$ cat config.mk
export PLATFORM = sky130hd
export DESIGN_NAME = i2cs_status
export DESIGN_NICKNAME = d
export VERILOG_FILES = /design/src/rtl/i2cs_pkg.sv /design/src/rtl/i2cs_sync.sv /design/src/rtl/i2cs_cond_det.sv /design/src/rtl/i2cs_status.sv
export VERILOG_INCLUDE_DIRS = /design/src /design/src/rtl
export SDC_FILE = /design/constraint.sdc
export NUM_CORES = 1
export LEC_CHECK = 0
export BUFFER_PORTS_ARGS = -buffer_cell sky130_fd_sc_hd__buf_2
export CAP_MARGIN = 10
export CORE_MARGIN = 3
export CORE_UTILIZATION = 57
export DETAILED_ROUTE_END_ITERATION = 6
export PLACE_DENSITY_LB_ADDON = 0.08
export SETUP_SLACK_MARGIN = 0.02
export SLEW_MARGIN = 20
export SYNTH_ARGS = -nofsm -noshare
export SYNTH_HDL_FRONTEND = slang
export SYNTH_SLANG_ARGS = --single-unit
$ cat constraint.sdc
create_clock -name mclk -period 2.9 [get_ports mclk]
set_clock_uncertainty 0.1 [all_clocks]
set_input_delay 0.29 -clock mclk [delete_from_list [all_inputs] [get_ports mclk]]
set_output_delay 0.29 -clock mclk [all_outputs]
set_load 0.03 [all_outputs]
$ cat src/rtl/i2cs_defs.svh
// Register offsets, field positions, reset values and counts of the bus status block
`ifndef I2CS_DEFS_SVH
`define I2CS_DEFS_SVH

// ****************************************************************
// Register byte offsets on the Wishbone slave
// ****************************************************************
`define I2CS_OFF_STATUS 8'h00
`define I2CS_OFF_DATA   8'h04
`define I2CS_OFF_CTRL   8'h08
`define I2CS_OFF_OWN    8'h0C
`define I2CS_OFF_MASK   8'h10

// ****************************************************************
// Status register bit positions
// ****************************************************************
`define I2CS_BIT_DONE 7
`define I2CS_BIT_ADDR 6
`define I2CS_BIT_BUSY 5
`define I2CS_BIT_ARB  4
`define I2CS_BIT_RSV  3
`define I2CS_BIT_DIR  2
`define I2CS_BIT_IRQ  1
`define I2CS_BIT_NACK 0

// ****************************************************************
// Control register bit positions
// ****************************************************************
`define I2CS_CTRL_TX  4
`define I2CS_CTRL_GCE 0

// ****************************************************************
// Reset values and bit counts
// ****************************************************************
`define I2CS_CTRL_RST 8'h00
`define I2CS_MASK_RST 8'h00
`define I2CS_OWN_RST  7'h00
`define I2CS_GC_ADDR  7'h00
`define I2CS_CNT_ADDR 4'h8
`define I2CS_CNT_ACK  4'h9

`endif

$ cat src/rtl/i2cs_pkg.sv
// Types shared by the bus status block
`default_nettype none

package i2cs_pkg;

	// Bus conditions seen on the synchronised pins
	typedef struct packed {
		logic start;
		logic stop;
		logic scl_rise;
		logic scl_fall;
		logic sda;
	} i2cs_bus_ev_t;

	// Frame tracking, Gray coded along idle, address, data
	typedef enum logic [1:0] {
		I2CS_IDLE = 2'b00,
		I2CS_ADDR = 2'b01,
		I2CS_DATA = 2'b11
	} i2cs_state_t;

	// Register access decoded from one Wishbone cycle
	typedef struct packed {
		logic       rd;
		logic       wr;
		logic [5:0] word;
		logic [7:0] dat;
	} i2cs_wb_req_t;

endpackage

`default_nettype wire

$ cat src/rtl/i2cs_sync.sv
// Two flip-flop synchroniser for the bus pins
`default_nettype none

module i2cs_sync
	import i2cs_pkg::*;
#(
	parameter int W = 2
) (
	// Clock and reset
	input  wire logic         mclk,
	input  wire logic         resetn,
	// Raw and synchronised levels
	input  wire logic [W-1:0] din,
	output logic      [W-1:0] dout
);

	// ****************************************************************
	// One pair of flops per bit
	// ****************************************************************
	genvar g;
	generate
		for (g = 0; g < W; g++) begin : g_bit
			logic meta_reg; // Read only by the second flop
			// Idle bus is high, so reset to one avoids a false start
			always_ff @(posedge mclk or negedge resetn) begin
				if (!resetn) begin
					meta_reg <= 1'b1;
					dout[g]  <= 1'b1;
				end else begin
					meta_reg <= din[g];
					dout[g]  <= meta_reg;
				end
			end
		end
	endgenerate

endmodule

`default_nettype wire

$ cat src/rtl/i2cs_cond_det.sv
// Start, stop and clock edge detector on synchronised pins
`default_nettype none

module i2cs_cond_det
	import i2cs_pkg::*;
(
	// Clock and reset
	input  wire logic   mclk,
	input  wire logic   resetn,
	// Synchronised pins
	input  wire logic   scl_s,
	input  wire logic   sda_s,
	// Detected conditions
	output i2cs_bus_ev_t ev
);

	logic         scl_prev_reg; // Clock level one cycle back
	logic         sda_prev_reg; // Data level one cycle back
	i2cs_bus_ev_t ev_next;      // Conditions before the output flop

	// Data edges while the clock stays high are start and stop
	assign ev_next.start    = scl_s & scl_prev_reg & sda_prev_reg & ~sda_s;
	assign ev_next.stop     = scl_s & scl_prev_reg & ~sda_prev_reg & sda_s;
	assign ev_next.scl_rise = scl_s & ~scl_prev_reg;
	assign ev_next.scl_fall = ~scl_s & scl_prev_reg;
	assign ev_next.sda      = sda_s;

	// ****************************************************************
	// History and registered outputs
	// ****************************************************************
	always_ff @(posedge mclk or negedge resetn) begin
		if (!resetn) begin
			scl_prev_reg <= 1'b1;
			sda_prev_reg <= 1'b1;
			ev           <= '{default: 1'b0, sda: 1'b1};
		end else begin
			scl_prev_reg <= scl_s;
			sda_prev_reg <= sda_s;
			ev           <= ev_next;
		end
	end

endmodule

`default_nettype wire

$ cat src/rtl/i2cs_status.sv
// Status flags of the two-wire bus controller with Wishbone registers
`include "i2cs_defs.svh"
`default_nettype none

// What this block does
// - Byte finished sets transfer done, bit 7
// - Data read receiving, write transmitting clears done
// - Done flag meaningful only around a transfer
// - Own address or enabled general call sets addressed
// - Any control register write clears addressed
// - Start sets busy, stop clears busy
// - Lost arbitration sets bit 4, one clears
// - Direction bit holds received read/write bit
// - Done, address match, arbitration loss set pending
// - Ack bit zero if acknowledged, else one
module i2cs_status
	import i2cs_pkg::*;
(
	// Clock and reset
	input  wire logic        mclk,
	input  wire logic        resetn,
	// Wishbone slave
	input  wire logic        wb_cyc_i,
	input  wire logic        wb_stb_i,
	input  wire logic        wb_we_i,
	input  wire logic [7:0]  wb_adr_i,
	input  wire logic [31:0] wb_dat_i,
	input  wire logic [3:0]  wb_sel_i,
	output logic      [31:0] wb_dat_o,
	output logic             wb_ack_o,
	// Two-wire bus pins, sampled only
	input  wire logic        scl_i,
	input  wire logic        sda_i,
	// From the controller's master engine
	input  wire logic        master_mode,
	input  wire logic        sda_release,
	// To the rest of the controller
	output logic      [7:0]  tx_data,
	output logic             tx_mode,
	output logic             general_call_enable,
	output logic             irq
);

	// ****************************************************************
	// Pin synchronisation and condition detection
	// ****************************************************************
	logic [1:0]   pins_s;   // Synchronised {scl, sda}
	i2cs_bus_ev_t ev;       // Conditions on the bus

	i2cs_sync #(.W(2)) u_sync (
		.mclk   (mclk),
		.resetn (resetn),
		.din    ({scl_i, sda_i}),
		.dout   (pins_s)
	);

	i2cs_cond_det u_det (
		.mclk   (mclk),
		.resetn (resetn),
		.scl_s  (pins_s[1]),
		.sda_s  (pins_s[0]),
		.ev     (ev)
	);

	// ****************************************************************
	// Register state
	// ****************************************************************
	i2cs_state_t state_reg;      // Frame position
	i2cs_state_t state_next;
	logic [3:0]  bit_cnt_reg;    // Clock rises seen in this byte
	logic [7:0]  shift_reg;      // Bits received, msb first
	logic [7:0]  rx_data_reg;    // Last full byte from the bus
	logic [7:0]  ctrl_reg;       // Control register
	logic [6:0]  own_addr_reg;   // Own slave address
	logic [7:0]  mask_reg;       // Interrupt mask, status layout
	logic        done_reg;       // Transfer done flag
	logic        addr_reg;       // Addressed as slave flag
	logic        busy_reg;       // Bus busy flag
	logic        arb_reg;        // Arbitration lost flag
	logic        dir_reg;        // Slave direction flag
	logic        irq_pend_reg;   // Interrupt pending flag
	logic        nack_reg;       // Acknowledge received flag, high on none
	logic        ack_reg;        // Wishbone acknowledge
	logic [7:0]  rdata_reg;      // Read data held for the answer

	// ****************************************************************
	// Address matching, used for the address byte and the checks
	// ****************************************************************
	function automatic logic addr_hit(input logic [6:0] rx, input logic [6:0] own,
		input logic gce);
		addr_hit = (rx == own) | (gce & (rx == `I2CS_GC_ADDR));
	endfunction

	// ****************************************************************
	// Bus events
	// ****************************************************************
	wire in_frame   = (state_reg != I2CS_IDLE);
	wire bit_sample = in_frame & ev.scl_rise & (bit_cnt_reg < `I2CS_CNT_ADDR);
	wire ack_evt    = in_frame & ev.scl_rise & (bit_cnt_reg == `I2CS_CNT_ADDR);
	wire addr_done  = (state_reg == I2CS_ADDR) & ev.scl_fall
		& (bit_cnt_reg == `I2CS_CNT_ADDR);
	wire addr_evt   = addr_done & addr_hit(shift_reg[7:1], own_addr_reg,
		ctrl_reg[`I2CS_CTRL_GCE]);
	wire done_evt   = in_frame & ev.scl_fall & (bit_cnt_reg == `I2CS_CNT_ACK);
	// Released line read back low on a clock rise means another master won
	wire arb_evt    = master_mode & in_frame & ev.scl_rise & sda_release & ~ev.sda;

	// ****************************************************************
	// Wishbone decode
	// ****************************************************************
	i2cs_wb_req_t req;
	wire          wb_req   = wb_cyc_i & wb_stb_i;
	wire          wb_fire  = wb_req & ack_reg;
	wire [7:0]    adr_word = {req.word, 2'b00};
	assign req.rd   = wb_fire & ~wb_we_i;
	assign req.wr   = wb_fire & wb_we_i & wb_sel_i[0];
	assign req.word = wb_adr_i[7:2];
	assign req.dat  = wb_dat_i[7:0];

	wire sel_status = (adr_word == `I2CS_OFF_STATUS);
	wire sel_data   = (adr_word == `I2CS_OFF_DATA);
	wire sel_ctrl   = (adr_word == `I2CS_OFF_CTRL);
	wire sel_own    = (adr_word == `I2CS_OFF_OWN);
	wire sel_mask   = (adr_word == `I2CS_OFF_MASK);

	wire wr_status = req.wr & sel_status;
	wire wr_data   = req.wr & sel_data;
	wire wr_ctrl   = req.wr & sel_ctrl;
	wire wr_own    = req.wr & sel_own;
	wire wr_mask   = req.wr & sel_mask;
	wire rd_data   = req.rd & sel_data;

	// Done clears on a data read when receiving, a data write when sending
	wire done_clr = (rd_data & ~tx_mode) | (wr_data & tx_mode);
	// Only a written one clears; a zero leaves the flag alone
	wire arb_clr  = wr_status & req.dat[`I2CS_BIT_ARB];
	wire irq_clr  = wr_status & req.dat[`I2CS_BIT_IRQ];
	wire irq_set  = done_evt | addr_evt | arb_evt;

	// ****************************************************************
	// Status byte and read mux
	// ****************************************************************
	logic [7:0] status_byte;
	always_comb begin
		status_byte                 = 8'h00;
		status_byte[`I2CS_BIT_DONE] = done_reg;
		status_byte[`I2CS_BIT_ADDR] = addr_reg;
		status_byte[`I2CS_BIT_BUSY] = busy_reg;
		status_byte[`I2CS_BIT_ARB]  = arb_reg;
		status_byte[`I2CS_BIT_RSV]  = 1'b0;
		status_byte[`I2CS_BIT_DIR]  = dir_reg;
		status_byte[`I2CS_BIT_IRQ]  = irq_pend_reg;
		status_byte[`I2CS_BIT_NACK] = nack_reg;
	end

	// Unmapped offsets read zero
	wire [7:0] rmux = sel_status ? status_byte :
		sel_data ? rx_data_reg :
		sel_ctrl ? ctrl_reg :
		sel_own  ? {1'b0, own_addr_reg} :
		sel_mask ? mask_reg : 8'h00;

	assign wb_dat_o            = {24'h000000, rdata_reg};
	assign wb_ack_o            = ack_reg;
	assign tx_mode             = ctrl_reg[`I2CS_CTRL_TX];
	assign general_call_enable = ctrl_reg[`I2CS_CTRL_GCE];
	// Level interrupt while any unmasked status bit is set
	assign irq                 = |(status_byte & mask_reg);

	// ****************************************************************
	// Frame state: start opens address phase, stop closes the frame
	// ****************************************************************
	always_comb begin
		state_next = state_reg;
		case (state_reg)
			I2CS_IDLE: begin
				if (ev.start) begin
					state_next = I2CS_ADDR;
				end
			end
			I2CS_ADDR: begin
				if (ev.stop) begin
					state_next = I2CS_IDLE;
				end else if (ev.start) begin
					state_next = I2CS_ADDR;
				end else if (done_evt) begin
					state_next = I2CS_DATA;
				end
			end
			I2CS_DATA: begin
				if (ev.stop) begin
					state_next = I2CS_IDLE;
				end else if (ev.start) begin
					state_next = I2CS_ADDR; // Repeated start
				end
			end
			default: begin
				state_next = I2CS_IDLE;
			end
		endcase
	end

	// Frame position and bit counter
	always_ff @(posedge mclk or negedge resetn) begin
		if (!resetn) begin
			state_reg   <= I2CS_IDLE;
			bit_cnt_reg <= 4'h0;
		end else begin
			state_reg <= state_next;
			if (ev.start | ev.stop | done_evt) begin
				bit_cnt_reg <= 4'h0;
			end else if (in_frame & ev.scl_rise) begin
				bit_cnt_reg <= bit_cnt_reg + 4'h1;
			end
		end
	end

	// Shift in data bits; capture the byte when it ends
	always_ff @(posedge mclk or negedge resetn) begin
		if (!resetn) begin
			shift_reg   <= 8'h00;
			rx_data_reg <= 8'h00;
		end else begin
			if (bit_sample) begin
				shift_reg <= {shift_reg[6:0], ev.sda};
			end
			if (done_evt) begin
				rx_data_reg <= shift_reg;
			end
		end
	end

	// ****************************************************************
	// Flags; where set and clear meet, the set wins
	// ****************************************************************
	// Done stays set after the byte until software touches data; its value
	// between frames is left over and means nothing on its own
	always_ff @(posedge mclk or negedge resetn) begin
		if (!resetn) begin
			done_reg     <= 1'b0;
			addr_reg     <= 1'b0;
			busy_reg     <= 1'b0;
			arb_reg      <= 1'b0;
			dir_reg      <= 1'b0;
			irq_pend_reg <= 1'b0;
			nack_reg     <= 1'b0;
		end else begin
			done_reg     <= done_evt | (done_reg & ~done_clr);
			addr_reg     <= addr_evt | (addr_reg & ~wr_ctrl);
			busy_reg     <= ev.start | (busy_reg & ~ev.stop);
			arb_reg      <= arb_evt | (arb_reg & ~arb_clr);
			irq_pend_reg <= irq_set | (irq_pend_reg & ~irq_clr);
			if (addr_evt) begin
				dir_reg <= shift_reg[0];
			end
			if (ack_evt) begin
				nack_reg <= ev.sda;
			end
		end
	end

	// ****************************************************************
	// Software registers and Wishbone answer, one wait cycle
	// ****************************************************************
	always_ff @(posedge mclk or negedge resetn) begin
		if (!resetn) begin
			ctrl_reg     <= `I2CS_CTRL_RST;
			own_addr_reg <= `I2CS_OWN_RST;
			mask_reg     <= `I2CS_MASK_RST;
			tx_data      <= 8'h00;
			ack_reg      <= 1'b0;
			rdata_reg    <= 8'h00;
		end else begin
			ack_reg <= wb_req & ~ack_reg;
			if (wb_req & ~ack_reg) begin
				rdata_reg <= rmux;
			end
			if (wr_ctrl) begin
				ctrl_reg <= req.dat;
			end
			if (wr_own) begin
				own_addr_reg <= req.dat[6:0];
			end
			if (wr_mask) begin
				mask_reg <= req.dat & 8'hF7; // Reserved bit 3 stays zero
			end
			if (wr_data) begin
				tx_data <= req.dat;
			end
		end
	end
endmodule

`default_nettype wire

Word-level counts from Yosys, hierarchy flattened
Index checks and enable logic that the tools add are counted.

Flip-flop bits (word level): 78. Output and inout port bits: 44. Input port bits: 53. Word-level logic and storage cells: 123.

Reductions and logical operators: 6. Bitwise operators: 65. Muxes and demuxes: 13. Add/sub/neg operators: 1. $lt $le $gt $ge: 1. Equal/unequal tests: 10.

Operators by type and width (number): bitwise AND 1 bit (41); two-way mux 8 bit (5); equality test 6 x 2 -> 1 bit (second input constant) (2); inverter 1 bit (12); bitwise OR 1 bit (11); two-way mux 2 bit (5); bitwise AND 8 bit (1); equality test 4 bit (second input constant) (2); logical NOT 8 bit (1); two-way mux 4 bit (2); OR reduction 8 bit (1); equality test 7 bit (1); logical NOT 7 bit (1); equality test 6 x 1 -> 1 bit (second input constant) (1); equality test 6 x 3 -> 1 bit (second input constant) (1); case mux 2 bit (3 select lines) (1); adder 4 x 1 -> 4 bit (second input constant) (1); less-than comparator 4 bit (second input constant) (1); inequality test 4 x 2 -> 1 bit (second input constant) (1); nonzero test 2 bit (2); equality test 2 x 1 -> 1 bit (second input constant) (1); equality test 2 bit (second input constant) (1); logical NOT 2 bit (1).

Logic depth before layout (Yosys ltp)
Gate-level depths: netlist of the first run.

Word-level depth: 10. Depth in mapped cells: 7. Depth with buffers taken out: 6.

Cells and area by module
A second synthesis of the first run with hierarchy kept.

Cells, all modules: 300. Area, all modules: 3628.5 µm².

By module, submodules not included: i2cs_status (sequential area each 1701.6 µm², area each 3330.7 µm², times used 1, cells an instance 285); i2cs_cond_det (sequential area each 152.6 µm², area each 192.7 µm², times used 1, cells an instance 11); i2cs_sync (sequential area each 105.1 µm², area each 105.1 µm², times used 1, cells an instance 4).

Worst setup path before layout of the first run
OpenSTA, ideal clock, no wires.

Kind: register to register. Start point: reg ack_reg (netlist: wb_ack_o). End point: reg own_addr_reg[0]. Stages on the path, launching flop included: 6. Buffers on the path: 1. Library setup time: 0.125 ns. Required time: 2.675 ns. Clock period less this slack: 1.777 ns. Arrival: 1.553 ns. Slack: 1.123 ns. Cells stage by stage: dfrtp_1 -> and3_1 -> and3_1 -> clkbuf_1 -> nand4_2 -> mux2_2.

Cells in the longest elaborated chain, start to end: 4.

Ends and longest elaborated chain: start: declaration (line i2cs_status.sv:83) `logic ack_reg;`; start signal: assignment (line i2cs_status.sv:274) `ack_reg <= wb_req & ~ack_reg;`; bitwise AND 1 bit (line i2cs_status.sv:113) `wire wb_fire = wb_req & ack_reg;`; bitwise AND 1 bit (2 in series) (line i2cs_status.sv:116) `assign req.wr = wb_fire & wb_we_i & wb_sel_i[0];`; bitwise AND 1 bit (line i2cs_status.sv:129) `wire wr_own = req.wr & sel_own;`; end signal: assignment (line i2cs_status.sv:268) `` own_addr_reg <= `I2CS_OWN_RST; ``; end signal: assignment (line i2cs_status.sv:282) `own_addr_reg <= req.dat[6:0];`; end: declaration (line i2cs_status.sv:74) `logic [6:0] own_addr_reg;`.

Every way passes these cells. A chain may end at the register's enable or synchronous reset.

Worst setup path in the final report of the first run
Start point: reg dir_reg. End point: out irq.

Cells in the longest elaborated chain, start to end: 2.

Ends and longest elaborated chain: start: declaration (line i2cs_status.sv:80) `logic dir_reg;`; start signal: assignment (line i2cs_status.sv:254) `dir_reg <= shift_reg[0];`; bitwise AND 8 bit (line i2cs_status.sv:168) `assign irq = |(status_byte & mask_reg);`; OR reduction 8 bit (line i2cs_status.sv:168); end: declaration (line i2cs_status.sv:41) `output logic irq`.

Every way passes these cells.

==> run metrics, run 1 <==
Area Overhead vs Synth 11.1%; setup TNS 0 ns; Vias/cell between 5 and 6; largest family of logic cells by synthesized area multiplexers; max-cap violations 0; Crit path arrival time around 1.4 ns; I/O Pins 97; HP Class input port to async pin; Yosys warning total 0; maximum root-to-sink buffer count 2; total power draw 2430 µW; HPWL after DPL approximately 5200 µm; Reg2Reg Launch Point shift_reg[3]; crit path capture type primary output; layout cell share with drive strength beyond 1 35.2%; CTS tree done; fraction of the mapped netlist area in compound gates around a tenth; CP Class flip-flop to primary output; Total GRT Usage about a fifth; crit start category flip-flop; Worst Tran Pin Value 0.956 ns; H-tree depth 3; Placer Congestion between 0.8 and 0.9; final net count about 400; DRC Markers 0; Starting Density approximately three fifths; row count 28; die area 0.00740 mm²; initial detailed-routing violation count 160; DR WL/cell between 15 and 20 µm; Slew Limit Fails 0; Die X-Extent 86.0 µm; synthesis-stage register bit count 78; Yosys cell types 45; Main synth FF type dfrtp_1; hold slack -0.0300 ns; port bufs 43; status finished with violations; Period Utilization, post-route between 60% and 70%; Slew HR 36.3%; Die H about 86 µm; Synth Area in XOR/XNOR between 2 and 2.5%; global-route wire length before repair roughly 12000 µm; Async S/R FF share, synth 100%; WP data required 2.51 ns; unrepaired setup endpoints after global routing false; RR Endpoint dir_reg; Worst R2R Path Depth 4; Final min period ~1.8 ns; FMAX between 500 and 600 MHz; Hold Buf Count CTS 2; CTS root buf clkbuf_8; Post-synth EDFFs 0; initial antenna violation count 0; Critical Path Fanout Max 3; antenna cells 0; vias in the first global route between 2000 and 2500; register area share after synthesis 53.6%; Final Hold Fails 22; worst vdd ir approximately 0.42 mV; setup bufs post-CTS 0; GRT Residual Overflow 0; antenna-violating nets left 0; Pwr Density about 600 mW/mm²; violated checks hold timing; Leak about 0.0020 µW; syn avg cell area about 12 µm²; Routed WL between 7000 and 8000 µm; Mapped Area 0.00365 mm²; register-to-register setup slack ~1.1 ns; Clk Latency, worst-skew pair between 0.3 and 0.4 ns; CTS sink count 78; Util after Layout about two thirds; Core Region approximately 0.0061 mm²; clock input transition at the sequential cells of the worst setup and hold paths 0.08 ns; Post-CTS Resized 0; TritonCTS buffer count 9; multiplexer share of the synthesized area between 15 and 20%; Mapped Cells around 300; Post-Synth Simple-Gate Area approximately 12%; Final setup viols 0; via count 2442; adder-cell share of the synthesized area under 10%; first-pass iteration count of the detailed router 4; largest net degree at the start of global routing 79
[how the worst max path moves through the flow]
stage | startpoint | endpoint | slack (ns) | cells past startpoint
finish | dir_reg | irq | 1.09 | 3
global route | dir_reg | irq | 0.94 | 3
CTS | dir_reg | irq | 1.07 | 3
detailed placement | wb_adr_i[5] | ctrl_reg[2] | 0.81 | 5
global placement | wb_adr_i[5] | ctrl_reg[3] | 0.82 | 5
floorplan | wb_ack_o | own_addr_reg[0] | 1.12 | 5
[stage by stage]
stage               area [µm²]  hold WS (ns)  setup WS [ns]  instances
finish                    4060       -0.0300           1.09        430
global route              4060        0.0445          0.942        430
CTS                       4060       0.00869           1.07        430
detailed placement        3850         0.247          0.813        412
global placement          3850         0.246          0.823        412
floorplan                 3740        -0.106           1.12        324
[metal layers]
| metal | global-route usage, % | share of wire, % | vias up | wire length, µm |
|---|---|---|---|---|
| li1 | - | - | 1135 | - |
| met1 | 30.4 | 46 | 1214 | 3330 |
| met2 | 31.2 | 45 | 82 | 3260 |
| met3 | 3.46 | 6.7 | 11 | 486 |
| met4 | 9.06 | 1.8 | 0 | 131 |
| met5 | 0 | 0 | - | 0 |
[power breakdown]
group          switching, µW  total (µW)  internal, µW
Sequential               112        1290          1180
Clock                    395         791           396
Combinational            207         348           141
Total                    715        2430          1720
[cell usage after synthesis (4+ instances only)]
library cell	count	area share (%)
dfstp_2	6	4.3
nor2b_1	9	1.5
mux2_2	49	15
o2bb2ai_1	6	1.4
or3_1	6	1.0
xor2_1	5	1.2
inv_1	5	0.51
xnor2_1	4	0.96
nand3_1	6	0.82
nor2_1	8	0.82
a21oi_1	18	2.5
nand2_1	15	1.5
nor3b_1	5	1.0
o211ai_1	7	1.4
a21o_1	4	0.82
buf_2	4	0.55
o21ai_0	9	1.2
dfrtp_1	72	49
buf_4	24	4.9
[worst max-delay path, stage by stage, from the launching register on]
cell and delay, ns:
dfrtp_1 0.40, a222oi_1 0.33, nand3_1 0.13, buf_2 0.20
[final cells by class]
cell class,instances,area (µm²)
sequential,78,1960
timing repair buffer,46,245
multi-input combinational,210,1550
fill,486,2000
clock buffer,10,128
clock inverter,6,63.8
tap,75,93.8
inverter,5,18.8
[placed cells by master, fill, tap and decap left out, types with 2 or more instances in the layout]
master         netlist  layout
dfrtp_1             72      72
mux2_2              49      49
buf_2                4      42
conb_1               1      24
a21oi_1             18      18
nand2_1             15      15
nor2b_1              9       9
o21ai_0              9       9
clkbuf_8             0       9
nor2_1               8       8
o211ai_1             7       7
nand3_1              6       6
o2bb2ai_1            6       6
or3_1                6       6
dfstp_2              6       6
inv_1                5       5
nor3b_1              5       5
xor2_1               5       5
a21o_1               4       4
xnor2_1              4       4
a22oi_1              3       3
and3_1               3       3
nor3_1               3       3
ha_1                 3       3
nor2_4               2       2
nand4_1              2       2
nor4b_1              2       2
clkinvlp_4           0       2
clkinv_2             0       2
dlygate4sd3_1        0       2
buf_4               24       2
[cells by family after synthesis]
| family | count (synthesis) |
|---|---|
| flip-flops | 78 |
| adder cells (fa/ha/maj) | 3 |
| buffers and inverters | 36 |
| AND/OR/NAND/NOR | 72 |
| multiplexers | 49 |
| other | 1 |
| AO/OA/AOI/OAI | 53 |
| XOR/XNOR | 9 |
(Power assumes the default switching activity.)
==> inputs of run 2 (changes only) <==
Settings changed: CORE_UTILIZATION 57 to 53.
Clock period 2.9 ns to 1.7 ns, I/O delays scaled along.
==> run metrics, run 2 (same netlist as run 1, synthesis figures left out) <==
status finished with violations; violated checks setup timing; CP max stage cell dfrtp_1; TritonCTS buffer count 9; crit path capture type flip-flop; DRC Markers 0; Hold EP ctrl_reg[5]; Finished Layout Cells about 470; Starting Density around 56%; die area 0.00792 mm²; Final Hold Fails 0; commonest non-fill, non-tap cell in the layout dfrtp_1; Vias/cell ~5.4; Die H around 90 µm; DP Worst Slack -0.0318 ns; row count 29; Total GRT Usage between 20 and 25%; highest metal used met4; setup TNS -0.0434 ns; HPWL after DPL between 5000 and 6000 µm; Pwr Density between 900 and 1000 mW/mm²; Worst R2R Path Depth 6; GRT Residual Overflow 0; H-tree depth 3; max-cap violations 0; most frequent cells in the layout 68 x dfrtp_1, 44 x mux2_2, 41 x buf_2; CP Class flip-flop to flip-flop; initial detailed-routing violation count between 200 and 250; Leak between 0.002 and 0.0025 µW; Area Overhead vs Synth 23.2%; Final setup viols 3; WP data required between 1.5 and 2 ns; Final min period between 1.5 and 2 ns; DR WL met2 3620 µm; Die X-Extent 89.0 µm; Worst Path Buf+Inv 2; CTS tree done; vias in the first global route around 2400; Slew Limit Fails 0; filler cell count between 400 and 500; placed instance count 444; WL met1 ~3600 µm; Critical path origin bit_cnt_reg[1]; CTS sink count 78; via count 2563; worst vdd ir ~0.8 mV; Placer Congestion approximately 0.9; HP Class input port to flip-flop; register-to-register setup slack -0.02 ns; hold_sp wb_dat_i[5]; Reg2Reg Launch Point bit_cnt_reg[1]; I/O Pins 97; critical-path cell list inv_2 -> ha_4 -> o211ai_1 -> nor3b_2 -> buf_6 -> mux2_2; slowest cell delay on critical path 0.39 ns; cell depth of the worst hold path 2; CTS root buf clkbuf_8; Period Utilization, post-route 101%; maximum root-to-sink buffer count 2; Core Region about 0.0065 mm²; hold slack 0.0161 ns; port bufs between 40 and 50; layout cell share with drive strength beyond 1 ~44%; DR WL/cell 16.7 µm; global-route wire length before repair ~13000 µm; antenna-violating nets left 0; final net count approximately 450; Crit path arrival time between 1.5 and 2 ns; RR Endpoint rx_data_reg[0]; clock input transition at the sequential cells of the worst setup and hold paths ~0.08 ns; initial antenna violation count 0; FMAX about 580 MHz; Top delay family on crit path flip-flops; unrepaired setup endpoints after global routing true; setup slack after layout -0.0153 ns; first-pass iteration count of the detailed router 4; crit start category flip-flop; Critical Path Fanout Max 9; total power draw 4190 µW; antenna cells 0; Clk Latency, worst-skew pair around 0.34 ns; met3 wire length slightly below 500 µm; Routed WL slightly below 8000 µm; largest net degree at the start of global routing 30
## run 2: metal layers
| layer | vias to the layer above | track usage [%] |
|---|---|---|
| met5 | - | 0 |
| met4 | 0 | 8.66 |
| met3 | 11 | 3.50 |
| met2 | 96 | 31.9 |
| met1 | 1247 | 31.6 |
| li1 | 1209 | - |
## run 2: report_power, final
part	total [µW]	internal [µW]	switching [µW]
registers	2180	2020	164
logic	832	385	447
clock network	1180	524	655
total	4190	2930	1270
## run 2: repair_timing
item / in CTS / in global routing
pin swaps: 3 / 3
buffers inserted: 3 / 1
resized for setup: 5 / 23
hold endpoints to repair: 63 / 0
endpoints found under the setup margin: 11 / 48
hold buffers: 7 / 0
## run 2: area by class of cell
type	count	area [µm²]	area share [%]
multi-input combinational	210	1650	36.6
tap	77	96.3	2.14
clock buffer	11	131	2.92
inverter	5	18.8	0.417
sequential	78	1960	43.7
timing repair buffer	85	611	13.6
clock inverter	5	28.8	0.640
## run 2: worst max path at each step
stage	endpoint	slack, ns	depth (start not counted)
4_1_cts	rx_data_reg[3]	-0.009	6
6_report	rx_data_reg[0]	-0.02	6
3_5_place_dp	dir_reg	-0.03	5
5_1_grt	rx_data_reg[7]	-0.06	6
2_1_floorplan	mask_reg[0]	0.003	5
3_3_place_gp	rx_data_reg[4]	-0.03	6
## run 2: through the flow
step                      util [%]  instance area, µm²
final                         69.3                4500
after floorplan                  -                3750
after global placement        63.6                4130
after detailed placement      63.6                4130
after global routing          69.3                4500
after CTS                     67.8                4400
## run 2: worst reg2reg max path, cell delays in order (launching register included)
cell and delay [ns]:
dfrtp_1 0.39, inv_2 0.09, ha_4 0.12, o211ai_1 0.10, nor3b_2 0.26, buf_6 0.20
mux2_2 0.34
